===== src/rtl/ccb_pkg.sv =====
// Shared constants for the completion credit budget ends
package ccb_pkg;
  localparam int unsigned CCB_CPLH_TOTAL      = 64;
  localparam int unsigned CCB_CPLD_BYTES_GOOD = 7936;
  localparam int unsigned CCB_CPLD_BYTES_HIGH = 15872;
  localparam int unsigned CCB_CREDIT_BYTES    = 16;
  localparam int unsigned CCB_CREDIT_SHIFT    = 4;
  localparam int unsigned CCB_HCNT_W          = 8;
  localparam int unsigned CCB_DCNT_W          = 11;
  localparam int unsigned CCB_LEN_W           = 13;
  localparam int unsigned CCB_ADDR_W          = 12;
  localparam logic [2:0]  CCB_MRS_128         = 3'h0;
  localparam logic [2:0]  CCB_MRS_4096        = 3'h5;
  localparam int unsigned CCB_MRS_BASE_SHIFT  = 7;
  localparam int unsigned CCB_RCB_SHIFT_64    = 6;
  localparam int unsigned CCB_RCB_SHIFT_128   = 7;
  localparam logic [1:0]  CCB_RCB_DEFAULT     = 2'h0;
  localparam logic [2:0]  CCB_MRS_DEFAULT     = 3'h0;
  localparam int unsigned CCB_MRS_MSB         = 14;
  localparam int unsigned CCB_MRS_LSB         = 12;
  localparam int unsigned CCB_N_FUNC          = 2;
endpackage


===== src/rtl/ccb_if.sv =====
// Interface joining the core-side budget status and the user-side requester
`timescale 1ns/1ps
interface ccb_if;
  import ccb_pkg::*;
  logic [CCB_HCNT_W-1:0] cplh_total;
  logic [CCB_DCNT_W-1:0] cpld_total;
  logic [2:0]            max_req_code;
  logic [CCB_LEN_W-1:0]  max_req_bytes;
  logic                  max_req_valid;
  logic [1:0]            rcb_status;
  logic                  np_req;
  logic                  cpl_ret;
  logic [CCB_HCNT_W-1:0] cpl_ret_h;
  logic [CCB_DCNT_W-1:0] cpl_ret_d;
  modport core (output cplh_total, cpld_total, max_req_code, max_req_bytes, max_req_valid,
                rcb_status, cpl_ret, cpl_ret_h, cpl_ret_d, input np_req);
  modport user (input cplh_total, cpld_total, max_req_code, max_req_bytes, max_req_valid,
                rcb_status, cpl_ret, cpl_ret_h, cpl_ret_d, output np_req);
endinterface


===== src/rtl/ccb_user_end.sv =====
// User end: credit accounting and gating of non-posted requests
`timescale 1ns/1ps
//
// What this block does
// - Core reserves 64 completion header credits
// - Core reserves 7936 or 15872 data bytes
// - Issue request only when space suffices
// - Read length never exceeds max request size
// - Max request code 0..5 doubles from 128
// - Unread max request size means 128 bytes
// - Reserve headers for worst-case completion count
// - First completion ends at request end/boundary
// - Last completion ends at start plus length
// - Middle completions are whole boundary multiples
// - Two boundary status bits, one per function
// - Boundary bit 0 is 64B, 1 is 128B
// - Unread boundary status means 64 bytes
// - Header credits equal boundary blocks spanned
// - Merged completions welcome, not required
// - Data credit is 16 bytes per unit
// - Check both totals, then add needs
module ccb_user_end
  import ccb_pkg::*;
(
  input  wire logic                  clk_i,
  input  wire logic                  rst_i,
  ccb_if.user                        bus,
  input  wire logic                  use_cfg_i,
  input  wire logic                  func_sel_i,
  input  wire logic                  req_valid_i,
  input  wire logic [CCB_ADDR_W-1:0] req_addr_i,
  input  wire logic [CCB_LEN_W-1:0]  req_len_i,
  output logic                       req_ready_o,
  output logic                       req_too_long_o,
  output logic [CCB_HCNT_W-1:0]      cplh_pend_o,
  output logic [CCB_DCNT_W-1:0]      cpld_pend_o
);
  typedef enum logic [0:0]
  {
    CCB_GATE_OPEN = 1'b0,
    CCB_GATE_SENT = 1'b1
  } ccb_gate_e;

  logic [CCB_LEN_W-1:0]  lim_bytes;
  logic [3:0]            fn_shift  [CCB_N_FUNC];
  logic [CCB_HCNT_W-1:0] fn_need_h [CCB_N_FUNC];
  logic [CCB_DCNT_W-1:0] fn_need_d [CCB_N_FUNC];
  logic [CCB_HCNT_W-1:0] need_h;
  logic [CCB_DCNT_W-1:0] need_d;
  logic [CCB_HCNT_W:0]   sum_h;
  logic [CCB_DCNT_W:0]   sum_d;
  logic                  fits;
  logic                  len_ok;
  logic                  issue;
  logic [CCB_HCNT_W-1:0] next_h;
  logic [CCB_DCNT_W-1:0] next_d;
  ccb_gate_e             gate;
  ccb_gate_e             next_gate;

  //////////////////////////////////////////////////////////////////////////////
  // Decoders
  // Boundary status bit to its address shift
  function automatic logic [3:0] rcb_shift_of(input logic rcb_bit);
    rcb_shift_of = rcb_bit ? 4'(CCB_RCB_SHIFT_128) : 4'(CCB_RCB_SHIFT_64);
  endfunction

  // Worst case: partial first block, whole middle blocks, partial last
  function automatic logic [CCB_HCNT_W-1:0] blocks_spanned
  (
    input logic [CCB_ADDR_W-1:0] addr,
    input logic [CCB_LEN_W-1:0]  len,
    input logic [3:0]            shift
  );
    logic [CCB_LEN_W:0] mask;
    logic [CCB_LEN_W:0] span;
    mask           = ((CCB_LEN_W+1)'(1) << shift) - (CCB_LEN_W+1)'(1);
    span           = ((CCB_LEN_W+1)'(addr) & mask) + (CCB_LEN_W+1)'(len) + mask;
    blocks_spanned = CCB_HCNT_W'(span >> shift);
  endfunction

  // Data credits held by a number of boundary blocks
  function automatic logic [CCB_DCNT_W-1:0] block_credits
  (
    input logic [CCB_HCNT_W-1:0] blocks,
    input logic [3:0]            shift
  );
    block_credits = CCB_DCNT_W'(blocks) << (shift - 4'(CCB_CREDIT_SHIFT));
  endfunction

  //////////////////////////////////////////////////////////////////////////////
  // Need per physical function, picked by the request's function
  for (genvar f = 0; f < CCB_N_FUNC; f++)
  begin : g_func
    assign fn_shift[f]  = use_cfg_i ? rcb_shift_of(bus.rcb_status[f])
                                    : 4'(CCB_RCB_SHIFT_64);
    assign fn_need_h[f] = blocks_spanned(req_addr_i, req_len_i, fn_shift[f]);
    assign fn_need_d[f] = block_credits(fn_need_h[f], fn_shift[f]);
  end

  //////////////////////////////////////////////////////////////////////////////
  // Limits in force and budget check
  always_comb
  begin
    lim_bytes = (use_cfg_i && bus.max_req_valid) ? bus.max_req_bytes
              : (CCB_LEN_W'(1) << CCB_MRS_BASE_SHIFT);
    need_h = fn_need_h[func_sel_i];
    need_d = fn_need_d[func_sel_i];
    sum_h  = (CCB_HCNT_W+1)'(cplh_pend_o) + (CCB_HCNT_W+1)'(need_h);
    sum_d  = (CCB_DCNT_W+1)'(cpld_pend_o) + (CCB_DCNT_W+1)'(need_d);
    fits   = (sum_h <= (CCB_HCNT_W+1)'(bus.cplh_total))
          && (sum_d <= (CCB_DCNT_W+1)'(bus.cpld_total));
    len_ok = (req_len_i != '0) && (req_len_i <= lim_bytes);
    issue  = req_valid_i && len_ok && fits && (gate == CCB_GATE_OPEN);
  end

  //////////////////////////////////////////////////////////////////////////////
  // Request gate: one issue, then one quiet cycle
  always_comb
  begin
    case (gate)
      CCB_GATE_OPEN: next_gate = issue ? CCB_GATE_SENT : CCB_GATE_OPEN;
      CCB_GATE_SENT: next_gate = CCB_GATE_OPEN;
      default:       next_gate = CCB_GATE_OPEN;
    endcase
  end

  always_ff @(posedge clk_i)
  begin
    if (rst_i)
    begin
      gate <= CCB_GATE_OPEN;
    end
    else
    begin
      gate <= next_gate;
    end
  end

  //////////////////////////////////////////////////////////////////////////////
  // Pending counters: add on issue, subtract on return
  always_comb
  begin
    next_h = cplh_pend_o;
    next_d = cpld_pend_o;
    if (issue)
    begin
      next_h = next_h + need_h;
      next_d = next_d + need_d;
    end
    if (bus.cpl_ret)
    begin
      next_h = next_h - bus.cpl_ret_h;
      next_d = next_d - bus.cpl_ret_d;
    end
  end

  always_ff @(posedge clk_i)
  begin
    if (rst_i)
    begin
      cplh_pend_o <= '0;
    end
    else
    begin
      cplh_pend_o <= next_h;
    end
  end

  always_ff @(posedge clk_i)
  begin
    if (rst_i)
    begin
      cpld_pend_o <= '0;
    end
    else
    begin
      cpld_pend_o <= next_d;
    end
  end

  //////////////////////////////////////////////////////////////////////////////
  // Request outputs
  always_ff @(posedge clk_i)
  begin
    if (rst_i)
    begin
      bus.np_req <= 1'b0;
    end
    else
    begin
      bus.np_req <= issue;
    end
  end

  always_ff @(posedge clk_i)
  begin
    if (rst_i)
    begin
      req_ready_o <= 1'b0;
    end
    else
    begin
      req_ready_o <= issue;
    end
  end

  always_ff @(posedge clk_i)
  begin
    if (rst_i)
    begin
      req_too_long_o <= 1'b0;
    end
    else
    begin
      req_too_long_o <= req_valid_i && !len_ok;
    end
  end
endmodule


===== src/flat_wrapper.sv =====
// flat-port wrapper written by rule: the top's interface ports become plain ports
module ccb_user_end_flat import ccb_pkg::*;
  (clk_i, rst_i, use_cfg_i, func_sel_i, req_valid_i, req_addr_i, req_len_i, req_ready_o, req_too_long_o, cplh_pend_o, cpld_pend_o, bus_cplh_total, bus_cpld_total, bus_max_req_code, bus_max_req_bytes, bus_max_req_valid, bus_rcb_status, bus_cpl_ret, bus_cpl_ret_h, bus_cpl_ret_d, bus_np_req);
  ccb_if bus_i ();
  input  wire logic clk_i;
  input  wire logic rst_i;
  input  wire logic use_cfg_i;
  input  wire logic func_sel_i;
  input  wire logic req_valid_i;
  input  wire logic [CCB_ADDR_W-1:0] req_addr_i;
  input  wire logic [CCB_LEN_W-1:0] req_len_i;
  output logic req_ready_o;
  output logic req_too_long_o;
  output logic [CCB_HCNT_W-1:0] cplh_pend_o;
  output logic [CCB_DCNT_W-1:0] cpld_pend_o;
  input wire logic [$bits(bus_i.cplh_total)-1:0] bus_cplh_total;
  input wire logic [$bits(bus_i.cpld_total)-1:0] bus_cpld_total;
  input wire logic [$bits(bus_i.max_req_code)-1:0] bus_max_req_code;
  input wire logic [$bits(bus_i.max_req_bytes)-1:0] bus_max_req_bytes;
  input wire logic [$bits(bus_i.max_req_valid)-1:0] bus_max_req_valid;
  input wire logic [$bits(bus_i.rcb_status)-1:0] bus_rcb_status;
  input wire logic [$bits(bus_i.cpl_ret)-1:0] bus_cpl_ret;
  input wire logic [$bits(bus_i.cpl_ret_h)-1:0] bus_cpl_ret_h;
  input wire logic [$bits(bus_i.cpl_ret_d)-1:0] bus_cpl_ret_d;
  output wire logic [$bits(bus_i.np_req)-1:0] bus_np_req;
  assign bus_i.cplh_total = bus_cplh_total;
  assign bus_i.cpld_total = bus_cpld_total;
  assign bus_i.max_req_code = bus_max_req_code;
  assign bus_i.max_req_bytes = bus_max_req_bytes;
  assign bus_i.max_req_valid = bus_max_req_valid;
  assign bus_i.rcb_status = bus_rcb_status;
  assign bus_i.cpl_ret = bus_cpl_ret;
  assign bus_i.cpl_ret_h = bus_cpl_ret_h;
  assign bus_i.cpl_ret_d = bus_cpl_ret_d;
  assign bus_np_req = bus_i.np_req;
  ccb_user_end u_core (.clk_i(clk_i), .rst_i(rst_i), .bus(bus_i), .use_cfg_i(use_cfg_i), .func_sel_i(func_sel_i), .req_valid_i(req_valid_i), .req_addr_i(req_addr_i), .req_len_i(req_len_i), .req_ready_o(req_ready_o), .req_too_long_o(req_too_long_o), .cplh_pend_o(cplh_pend_o), .cpld_pend_o(cpld_pend_o));
endmodule

===== config.mk =====
export PLATFORM = sky130hd
export DESIGN_NAME = ccb_user_end_flat
export DESIGN_NICKNAME = d
export VERILOG_FILES = /design/src/rtl/ccb_pkg.sv /design/src/rtl/ccb_if.sv /design/src/rtl/ccb_user_end.sv /design/src/flat_wrapper.sv
export SDC_FILE = /design/constraint.sdc
export NUM_CORES = 1
export LEC_CHECK = 0
export BUFFER_PORTS_ARGS = -buffer_cell sky130_fd_sc_hd__buf_4
export CAP_MARGIN = 10
export CORE_ASPECT_RATIO = 1.1
export CORE_UTILIZATION = 26
export CTS_CLUSTER_SIZE = 20
export DETAILED_ROUTE_END_ITERATION = 7
export SLEW_MARGIN = 20
export SYNTH_ARGS = -nofsm -noshare
export SYNTH_HDL_FRONTEND = slang
export SYNTH_SLANG_ARGS = --single-unit

===== constraint.sdc =====
create_clock -name clk_i -period 20.9 [get_ports clk_i]
set_input_delay 0 -clock clk_i [delete_from_list [all_inputs] [get_ports clk_i]]
set_output_delay 0 -clock clk_i [all_outputs]
set_load 0.02 [all_outputs]

==> results.md, run 1 <==
- Status: completed
- Final WL: roughly 12000 um
- CTS max path bufs: 2
- TritonCTS Sinks: 22
- Synth-to-layout area growth: 23.6%
- Pre-CTS WS: ~12 ns
- Reg2Reg Setup Slack: approximately 15 ns
- Starting DRT DRC Count: 171
- Slowest cell on the critical path: fa_1
- Fraction of the cycle the final worst path needs: between 30% and 40%
- Nets: 843
- CP delay by family, top: compound AO/OA/AOI/OAI gates
- Yosys top cell area share: 22.8%
- Total number of vias: between 4000 and 5000
- Delay of the slowest critical-path stage: around 0.64 ns
- HPWL Detailed: 10300 um
- Global Route Usage Sum: between 10 and 15%
- Dominant cell type by area after synthesis: ha_1
- Reg2reg start: u_core.cpld_pend_o[2]$_SDFF_PP0_
- Remaining DRCs: 0
- Max H-tree Level: 1
- Critical path's most frequent cell: ha_1
- CP Max Fanout: 17
- Total grt overflow: 0
- GP Congestion: between 0.8 and 0.9
- Root Buffer: clkbuf_16
- Post-Synthesis Cells: between 500 and 600
- Hold Crit Start: bus_cpl_ret
- Share of flip-flops with an asynchronous set or reset: 0%
- EDFF count, synth: 0
- Final hold vios: 0
- Antenna cell count: 0
- Final min period: 8.35 ns
- Reg-to-reg endpoint: u_core.cpld_pend_o[10]$_SDFF_PP0_
- I/O Buffers: 101
- Clk Latency, worst-skew pair: ~0.26 ns
- Final Non-Filler Cells: approximately 870
- Ys flop type: dfxtp_1
- Global-route wire length before repair: 20200 um
- Largest net degree at the start of global routing: 23
- CP Buf/Inv Count: 3
- Synth Warn #: 0
- Critical Path AT: about 8.5 ns
- Worst Setup Slack, final: 12.55 ns
- Worst slew margin: 50.1%
- Synthesized area per cell: around 7.6 um2
- Post-Syn Area: about 4400 um2
- DR WL met2: 5840 um
- Filler instances: around 1800
- Worst Path Required: around 21 ns
- Metal3 WL: about 580 um
- Fraction of layout cells with a size suffix above 1: between 20 and 25%
- Chip Width: between 100 and 150 um
- Maxcap violations: 0
- Cell Pwr Density: 107 nW/um2
- I/O Pins: 110
- Fmax: between 0.1 and 0.15 GHz
- Starting Density: between 20% and 30%
- Worst-path clk slew: ~0.06 ns
- Antenna Nets Post-Route: 0
- Max Slew Vio Count: 0
- Slew @ Worst Pin: 0.748 ns
- Top sig layer: met4
- Drt pass-1 iters: 4
- Syn nets: 754
- CP endpoint kind: register
- Routed met1 length: roughly 5700 um
- Crit start category: primary input
- Antenna violations before repair: 0
- Inst Count DP: between 800 and 900
- Finish-stage setup viols: 0
- Register area share after synthesis: around a tenth
- Vias in the first global route: between 4000 and 5000
- Core area: 16400 um2
- R2R cell count: 24
- Leak Pwr: approximately 2.7 nW
- Cts bufs inserted: 3
- Hold crit path type: in2reg
- RSZ-0062 raised after global routing: false
- Die area: around 17000 um2
- Worst hold path cell count: 2
- #FFs+latches synth: 22
- Worst Clk Skew: ~0.0023 ns
- Synth cell types: 66
- Avg WL per Cell: approximately 14 um
- Vias/cell: about 5
- Endpoint, Worst Hold: u_core.cpld_pend_o[0]$_SDFFE_PP0P_
- Setup TNS: 0 ns
- CTS tree: done
- Critical path class: in2reg
- Number of core rows: 49
- Ranking of synthesized cells by area: ha_1 23%, dfxtp_1 10%, inv_1 6.9%
- Max VDD drop: roughly 0.052 mV
- Height of the die: around 140 um
-- placed cells by master (no fill, tap or decap), drive strengths merged, types with 19 or more instances in the layout --
master	netlist	final
dfxtp	22	22
inv	81	81
nand2	43	43
nor3	19	19
a21oi	36	36
o21ai	32	32
ha	80	80
nor2	42	42
buf	3	101
xnor2	23	23
-- what timing repair did --
action                     CTS  global route
hold endpoints to repair     3             0
hold buffers                 1             0
setup endpoints to repair    0             0
gates resized for setup      0             0
setup buffers                0             0
-- cells in the mapped netlist (2+ instances only) --
master	count
nor3_1	19
and4_1	2
and3_1	12
xor2_1	9
o41ai_1	5
and2_1	2
a31oi_1	2
o21ai_0	29
nor4_1	5
o211ai_1	4
nand2b_1	8
nor4b_1	2
ha_1	80
o21ai_1	3
a211oi_1	3
a211o_1	2
o21a_1	6
nand4_1	9
a21o_1	9
nor2_1	42
mux2_4	7
nor2b_1	9
mux2_2	8
o41a_1	2
a21boi_0	4
o221ai_1	3
a22oi_1	2
a21oi_1	36
o22ai_1	3
nand3_1	17
nand2_1	42
inv_1	81
o311ai_0	2
dfxtp_1	22
o2bb2ai_1	4
o32ai_1	2
fa_1	6
xnor2_1	23
o2bb2ai_2	7
mux2i_1	7
clkbuf_1	15
-- routing by layer --
layer  GRT usage (%)  vias up
li1                -     2242
met1            19.0     1912
met2            24.7       98
met3            1.66        4
met4            1.90        0
met5               0        -
-- where the power goes --
part	internal [mW]	switching, mW	total [mW]
logic	0.215	0.245	0.460
registers	0.0567	0.0171	0.0738
clock network	0.0293	0.0174	0.0467
total	0.301	0.280	0.580
-- sequential cells by signal (all words and copies together), names as in the netlist --
signal                 count
u_core.req_too_long_o      1
u_core.gate                1
u_core.cplh_pend_o         8
u_core.bus.np_req          1
u_core.cpld_pend_o        11
-- worst register-to-register path: stages, from the launching register on --
cell and delay (ns):
dfxtp_1 0.33, ha_1 0.24, inv_1 0.08, fa_1 0.20, inv_1 0.05, a21o_1 0.17
a21oi_1 0.21, o21ai_0 0.17, o41ai_1 0.37, xnor2_1 0.21, ha_1 0.29, a22oi_1 0.24
nand3_1 0.10, o311ai_0 0.54, and3_1 0.31, nand2_4 0.21, mux2_2 0.35, ha_1 0.34
a21oi_1 0.10, o211ai_1 0.25, nor4_1 0.11, o41ai_1 0.41, xor2_1 0.32, nor3_1 0.08
mux2_2 0.26
-- area by class of cell --
class | instances | area (um2) | share of cell area, %
clock buffer | 4 | 88.8 | 1.64
multi-input combinational | 458 | 3560 | 65.7
inverter | 82 | 308 | 5.67
tap | 204 | 255 | 4.71
timing repair buffer | 102 | 768 | 14.2
sequential | 22 | 440 | 8.12
-- through the flow --
| stage | instance area (um2) | utilization, % | hold slack [ns] | total power, mW |
|---|---|---|---|---|
| floorplan | 4390 | - | 0.146 | 0.423 |
| global placement | 5320 | 32.4 | 0.256 | 0.531 |
| detailed placement | 5330 | 32.4 | 0.266 | 0.533 |
| CTS | 5420 | 33.0 | 0.0245 | 0.584 |
| global route | 5420 | 33.0 | 0.0511 | 0.643 |
| finish | 5420 | 33.0 | 0.0234 | 0.580 |
-- worst max-delay path by stage --
stage                            startpoint                           endpoint  slack, ns  cells after the start
after global routing              use_cfg_i  u_core.cpld_pend_o[10]$_SDFF_PP0_      11.85                     33
final                             use_cfg_i  u_core.cpld_pend_o[10]$_SDFF_PP0_      12.55                     33
after detailed placement          use_cfg_i  u_core.cpld_pend_o[10]$_SDFF_PP0_      12.27                     33
after floorplan           bus_rcb_status[0]  u_core.cpld_pend_o[10]$_SDFF_PP0_      13.88                     35
after global placement            use_cfg_i  u_core.cpld_pend_o[10]$_SDFF_PP0_      12.28                     33
after CTS                         use_cfg_i  u_core.cpld_pend_o[10]$_SDFF_PP0_      12.55                     33
-- cells by family (layout without fill, tap and decap cells) --
family,count (synthesis),after routing,share of synthesized area [%]
buffers and inverters,100,188,8.84
and+or+nand+nor,178,178,20.2
AOI/OAI and AO/OA,137,137,22.1
adders and majority gates,86,86,25.5
DFF,22,22,10.0
muxes,24,24,6.87
other,1,1,0.0854
xor gates and xnor gates,32,32,6.39
Note: power is estimated with default switching activity, not from simulation.
==> run 2, diff against run 1 <==
==> constraint.sdc (replaced) <==
create_clock -name clk_i -period 8.45 [get_ports clk_i]
set_input_delay 0 -clock clk_i [delete_from_list [all_inputs] [get_ports clk_i]]
set_output_delay 0 -clock clk_i [all_outputs]
set_load 0.02 [all_outputs]
==> results.md, run 2 (synthesis gave the netlist of run 1 again) <==
- Fraction of the cycle the final worst path needs: 91.2%
- Design area: 5460 um2 (was 5420 um2)
- Maxcap violations: 0 (unchanged)
- Fraction of layout cells with a size suffix above 1: 21.0% (was 20.4%)
- Final hold vios: 0 (unchanged)
- Max Slew Vio Count: 0 (unchanged)
- Slowest cell on the critical path: o311ai_0 (was fa_1)
- Worst Clk Skew: 0.00239 ns (was 0.00232 ns)
- Final min period: 7.70 ns
- Worst Setup Slack, final: 0.747 ns (was 12.55 ns)
- CP endpoint kind: register (unchanged)
- Critical path's most frequent cell: ha_1 (unchanged)
- Met2 Resource Use GR: 25.6% (was 24.7%)
- Global-route wire length before repair: 20100 um (was 20200 um)
- Sw power: 0.699 mW (was 0.280 mW)
- Post_cts resized: 0 (unchanged)
- Max FFs per register: 11 (unchanged)
- Vias in the first global route: 4164 (was 4068)
- Slew @ Worst Pin: 0.859 ns (was 0.748 ns)
- Synth-to-layout area growth: 24.4% (was 23.6%)
- CTS max path bufs: 2 (unchanged)
- GP Congestion: 0.833 (was 0.840)
- Chip Width: 126 um (unchanged)
- Global Route Usage Sum: 14.1% (was 14.2%)
- I/O Pins: 110 (unchanged)
- Final WL: 12400 um (was 12200 um)
- Total grt overflow: 0 (unchanged)
- Most flops, register: u_core.cpld_pend_o (unchanged)
- Avg WL per Cell: 14.1 um (was 14.0 um)
- Status: completed (unchanged)
- Filler instances: 1777 (was 1770)
- Cell Pwr Density: 265 nW/um2 (was 107 nW/um2)
- Critical path class: in2reg (unchanged)
- Biggest regs: u_core.cpld_pend_o: 11 flops, u_core.cplh_pend_o: 8 flops (unchanged)
- Grt met1 use: 18.3% (was 19.0%)
- Comb power frac: 79.4% (was 79.2%)
- Die area: 17400 um2 (unchanged)
- Finish-stage setup viols: 0 (unchanged)
- Starting Density: 26.7% (unchanged)
- Remaining DRCs: 0 (unchanged)
- Cts bufs inserted: 3 (unchanged)
- Delay of the slowest critical-path stage: 0.55 ns (was 0.64 ns)
- Root Buffer: clkbuf_16 (unchanged)
- Most Crowded Layer GR: met2 (unchanged)
- Cell Int Power: 0.747 mW (was 0.301 mW)
- Vias/cell: 4.94 (was 4.88)
- Clk Latency, worst-skew pair: 0.26 ns (about the same)
- Fmax: 0.130 GHz
- RSZ-0062 raised after global routing: false (unchanged)
- Worst Path Required: 8.60 ns (was 21.05 ns)
- Number of core rows: 49 (unchanged)
- Total number of vias: 4328 (was 4256)
- Max H-tree Level: 1 (unchanged)
- DP Area: 5360 um2 (was 5330 um2)
- Starting DRT DRC Count: 143 (was 171)
- Max VDD drop: 0.115 mV (was 0.0520 mV)
- Switching share of power: 48.4% (was 48.2%)
- Setup TNS: 0 ns (unchanged)
- CTS tree: done (unchanged)
- Antenna violations before repair: 0 (unchanged)
- Pre-CTS WS: 0.568 ns (was 12.27 ns)
- Leak Pwr: 2.73 nW (was 2.71 nW)
- I/O Buffers: 101 (unchanged)
- CP Max Fanout: 10 (was 17)
- Flop pwr share: 12.7% (about the same)
- Post-CTS Setup Bufs: 0 (unchanged)
- Core area: 16400 um2 (unchanged)
- HPWL Detailed: 10500 um (was 10300 um)
- Hold crit path type: in2reg (unchanged)
- Total chip power: 1.45 mW (was 0.580 mW)
- Worst-path clk slew: 0.06 ns (about the same)
- Height of the die: 138 um (unchanged)
- Clock Power Share: 7.9% (was 8.0%)
- Crit start category: primary input (unchanged)
- Nets: 848 (was 843)
- Drt pass-1 iters: 4 (unchanged)
- TritonCTS Sinks: 22 (unchanged)
- Largest net degree at the start of global routing: 23 (unchanged)
- Commonest cells after routing, fill and taps aside: 106 x buf_4, 81 x inv_1, 80 x ha_1, 42 x nand2_1, 41 x nor2_1 (was 101 x buf_4, 81 x inv_1, 80 x ha_1, 42 x nand2_1, 41 x nor2_1)
- Met3 Resource Use GR: 1.39% (was 1.66%)
- Commonest non-fill, non-tap cell in the layout: buf_4 (unchanged)
- Antenna Nets Post-Route: 0 (unchanged)
- Critical Path AT: 7.85 ns (was 8.50 ns)
- Antenna cell count: 0 (unchanged)
- Worst slew margin: 42.0% (was 50.1%)
[run 2: cell types whose count changed in the layout (fill, tap and decap cells not counted)]
| cell | delta |
|---|---|
| buf_4 | +5 |
[run 2: power groups by stage]
stage | Clock [mW] | Sequential, mW | Combinational, mW
global placement | 0 | 0.187 | 1.13
CTS | 0.117 | 0.184 | 1.15
detailed placement | 0 | 0.186 | 1.14
finish | 0.115 | 0.183 | 1.15
floorplan | 0 | 0.210 | 0.838
global route | 0.122 | 0.187 | 1.29
[run 2: final cells by class]
class                   instances  area [um2]  share of cell area [%]
multi-input cells             458        3560                    65.2
repair buffers                107         806                    14.8
flip-flops and latches         22         440                    8.06
inverters                      82         308                    5.64
well taps                     204         255                    4.67
clock buffers                   4        88.8                    1.63
[run 2: final timing paths]
| path | from | to | slack, ns | cells past startpoint |
|---|---|---|---|---|
| hold / removal | bus_cpl_ret | u_core.cpld_pend_o[0]$_SDFFE_PP0P_ | 0.02 | 2 |
| hold reg to reg | u_core.cpld_pend_o[0]$_SDFFE_PP0P_ | u_core.cpld_pend_o[0]$_SDFFE_PP0P_ | 0.51 | 2 |
| setup / recovery | use_cfg_i | u_core.cpld_pend_o[10]$_SDFF_PP0_ | 0.75 | 33 |
| setup reg to reg | u_core.cpld_pend_o[2]$_SDFF_PP0_ | u_core.cpld_pend_o[10]$_SDFF_PP0_ | 2.51 | 24 |
[run 2: metal layers]
| metal | wire (um) | vias to the layer above |
|---|---|---|
| met5 | 0 | - |
| met3 | 557 | 5 |
| met4 | 65 | 0 |
| met2 | 5970 | 104 |
| li1 | - | 2251 |
| met1 | 5760 | 1968 |
[run 2: critical path: cells and delay by family]
kind / cells / cell delay, ns
XOR/XNOR: 2 / 0.54
AND/OR/NAND/NOR: 8 / 1.25
multiplexers: 3 / 0.76
buffers and inverters: 4 / 0.40
adder cells (fa/ha/maj): 5 / 1.75
AO/OA/AOI/OAI: 11 / 3.14
[run 2: timing repair]
| action | 4_1_cts | 5_1_grt |
|---|---|---|
| endpoints found under the hold margin | 2 | 0 |
| endpoints found under the setup margin | 0 | 0 |
| hold buffers | 1 | 0 |
[run 2: stage by stage]
stage | std cells | hold WS [ns] | util (%)
floorplan | 580 | 0.146 | -
global placement | 872 | 0.259 | 32.6
detailed placement | 872 | 0.273 | 32.6
CTS | 877 | 0.0303 | 33.2
global route | 877 | 0.0532 | 33.2
finish | 877 | 0.0248 | 33.2
==> run 3, diff against run 2 <==
--- a/config.mk
+++ b/config.mk
@@ -8,9 +8,10 @@
 export BUFFER_PORTS_ARGS = -buffer_cell sky130_fd_sc_hd__buf_4
 export CAP_MARGIN = 10
 export CORE_ASPECT_RATIO = 1.1
-export CORE_UTILIZATION = 26
+export CORE_UTILIZATION = 56
 export CTS_CLUSTER_SIZE = 20
 export DETAILED_ROUTE_END_ITERATION = 7
+export PLACE_DENSITY = 0.83
 export SLEW_MARGIN = 20
 export SYNTH_ARGS = -nofsm -noshare
 export SYNTH_HDL_FRONTEND = slang
==> results.md, run 3 (synthesis gave the netlist of run 1 again) <==
- Leak Pwr: 2.72 nW (was 2.73 nW)
- Final hold vios: 0 (unchanged)
- Most flops, register: u_core.cpld_pend_o (unchanged)
- HPWL Detailed: 9680 um (was 10500 um)
- CTS max path bufs: 2 (unchanged)
- Core area: 7510 um2 (was 16400 um2)
- Critical Path Source: use_cfg_i (unchanged)
- Delay of the slowest critical-path stage: 0.51 ns (was 0.55 ns)
- Total number of vias: 4564 (was 4328)
- Global Route Usage Sum: 28.8% (was 14.1%)
- Worst Path Required: 8.61 ns (was 8.60 ns)
- Fraction of the cycle the final worst path needs: 89.3% (was 91.2%)
- Max FFs per register: 11 (unchanged)
- TritonCTS Sinks: 22 (unchanged)
- CP Max Fanout: 9 (was 10)
- Critical Path AT: 7.71 ns (was 7.85 ns)
- Avg WL per Cell: 14.7 um (was 14.1 um)
- Fraction of layout cells with a size suffix above 1: 20.8% (was 21.0%)
- Remaining DRCs: 0 (unchanged)
- Final min period: 7.55 ns (was 7.70 ns)
- Hold slack: 0.0167 ns (was 0.0248 ns)
- Clk Latency, worst-skew pair: 0.27 ns (was 0.26 ns)
- Reg2Reg Setup Slack: 2.56 ns (was 2.51 ns)
- Cts bufs inserted: 3 (unchanged)
- Setup TNS: 0 ns (unchanged)
- Hold crit path type: in2reg (unchanged)
- Nets: 848 (unchanged)
- Worst setup path endpoint: u_core.cplh_pend_o[7]$_SDFF_PP0_ (was u_core.cpld_pend_o[10]$_SDFF_PP0_)
- Critical path class: in2reg (unchanged)
- Largest net degree at the start of global routing: 23 (unchanged)
- Max H-tree Level: 1 (unchanged)
- Height of the die: 94.9 um (was 138 um)
- Max Slew Vio Count: 0 (unchanged)
- Antenna cell count: 0 (unchanged)
- Starting Density: 58.4% (was 26.7%)
- Root Buffer: clkbuf_8 (was clkbuf_16)
- Final WL: 11400 um (was 12400 um)
- Biggest regs: u_core.cpld_pend_o: 11 flops, u_core.cplh_pend_o: 8 flops (unchanged)
- Finish-stage setup viols: 0 (unchanged)
- Reg-to-reg endpoint: u_core.cplh_pend_o[7]$_SDFF_PP0_ (was u_core.cpld_pend_o[10]$_SDFF_PP0_)
- Post-CTS Setup Bufs: 0 (unchanged)
- R2R cell count: 27 (was 24)
- Antenna violations before repair: 0 (unchanged)
- Reg2reg start: u_core.cpld_pend_o[2]$_SDFF_PP0_ (unchanged)
- Die area: 8200 um2 (was 17400 um2)
- Worst slew margin: 23.5% (was 42.0%)
- I/O Pins: 110 (unchanged)
- Vias in the first global route: 4511 (was 4164)
- I/O Buffers: 101 (unchanged)
- Max VDD drop: 0.205 mV (was 0.115 mV)
- Cell Pwr Density: 274 nW/um2 (was 265 nW/um2)
- Chip Width: 86.4 um (was 126 um)
- Drt pass-1 iters: 5 (was 4)
- Slew @ Worst Pin: 1.14 ns (was 0.859 ns)
- Commonest non-fill, non-tap cell in the layout: buf_4 (unchanged)
- Starting DRT DRC Count: 233 (was 143)
- Total grt overflow: 0 (unchanged)
- Number of core rows: 33 (was 49)
- Slowest cell on the critical path: fa_1 (was o311ai_0)
- Fmax: 0.132 GHz (was 0.130 GHz)
- Worst Clk Skew: 0.00423 ns (was 0.00239 ns)
- Pre-CTS WS: 0.496 ns (was 0.568 ns)
- CTS tree: done (unchanged)
- Vias/cell: 5.87 (was 4.94)
- Commonest cells after routing, fill and taps aside: 106 x buf_4, 81 x inv_1, 80 x ha_1, 42 x nor2_1, 42 x nand2_1 (was 106 x buf_4, 81 x inv_1, 80 x ha_1, 42 x nand2_1, 41 x nor2_1)
- Status: completed (unchanged)
- Global-route wire length before repair: 19000 um (was 20100 um)
- RSZ-0062 raised after global routing: false (unchanged)
- Worst Setup Slack, final: 0.902 ns (was 0.747 ns)
- Maxcap violations: 0 (unchanged)
- Antenna Nets Post-Route: 0 (unchanged)
- GP Congestion: 0.962 (was 0.833)
- Synth-to-layout area growth: 21.2% (was 24.4%)
- CP endpoint kind: register (unchanged)
- Crit start category: primary input (unchanged)
- Worst-path clk slew: 0.09 ns (was 0.06 ns)
==> run 3: through the flow <==
step,utilization (%),area (um2),instances,power [mW]
finish,70.8,5320,778,1.46
global route,70.8,5320,778,1.59
CTS,70.8,5320,778,1.45
detailed placement,69.7,5240,773,1.33
global placement,69.7,5240,773,1.28
floorplan,-,4390,580,1.05
==> run 3: area by class of cell <==
class	instances	area [um2]
fillers	633	2200
clock inverters	1	30.0
multi-input cells	458	3560
flip-flops and latches	22	440
well taps	105	131
repair buffers	107	806
clock buffers	3	41.3
inverters	82	308
==> run 3: how the worst min path moves through the flow <==
stage                                    endpoint  depth (start not counted)  slack, ns         from
2_1_floorplan    u_core.req_too_long_o$_SDFF_PP0_                          1       0.15  req_valid_i
3_3_place_gp   u_core.cpld_pend_o[1]$_SDFFE_PP0P_                          2       0.25        rst_i
3_5_place_dp   u_core.cpld_pend_o[1]$_SDFFE_PP0P_                          2       0.26        rst_i
4_1_cts        u_core.cpld_pend_o[0]$_SDFFE_PP0P_                          2       0.02  bus_cpl_ret
5_1_grt        u_core.cpld_pend_o[0]$_SDFFE_PP0P_                          2       0.03  bus_cpl_ret
6_report       u_core.cpld_pend_o[0]$_SDFFE_PP0P_                          2       0.02  bus_cpl_ret
==> run 3: power breakdown <==
part	switching, mW	leakage, nW	internal, mW	total [mW]
clock	0.0377	0.0357	0.0634	0.101
sequential	0.0382	0.182	0.140	0.178
combinational	0.638	2.51	0.540	1.18
total	0.713	2.72	0.743	1.46
==> run 3: critical path: cells and delay by family <==
family / cells / cell delay (ns)
xor+xnor: 1 / 0.22
fa+ha+maj: 5 / 1.80
mux: 2 / 0.53
simple gates: 10 / 1.63
buf+inv: 5 / 0.61
compound gates: 13 / 2.90
==> run 3: routing by layer <==
layer,GRT usage [%],wire length [um],vias up
met1,32.6,4540,2111
met2,54.3,5850,171
met4,12.5,422,0
met5,0,0,-
li1,-,-,2242
met3,2.97,627,40
==> run 3: what timing repair did <==
item | 4_1_cts | 5_1_grt
endpoints found under the setup margin | 0 | 2
resized for setup | 0 | 2
hold buffers | 1 | 0
hold endpoints to repair | 4 | 0
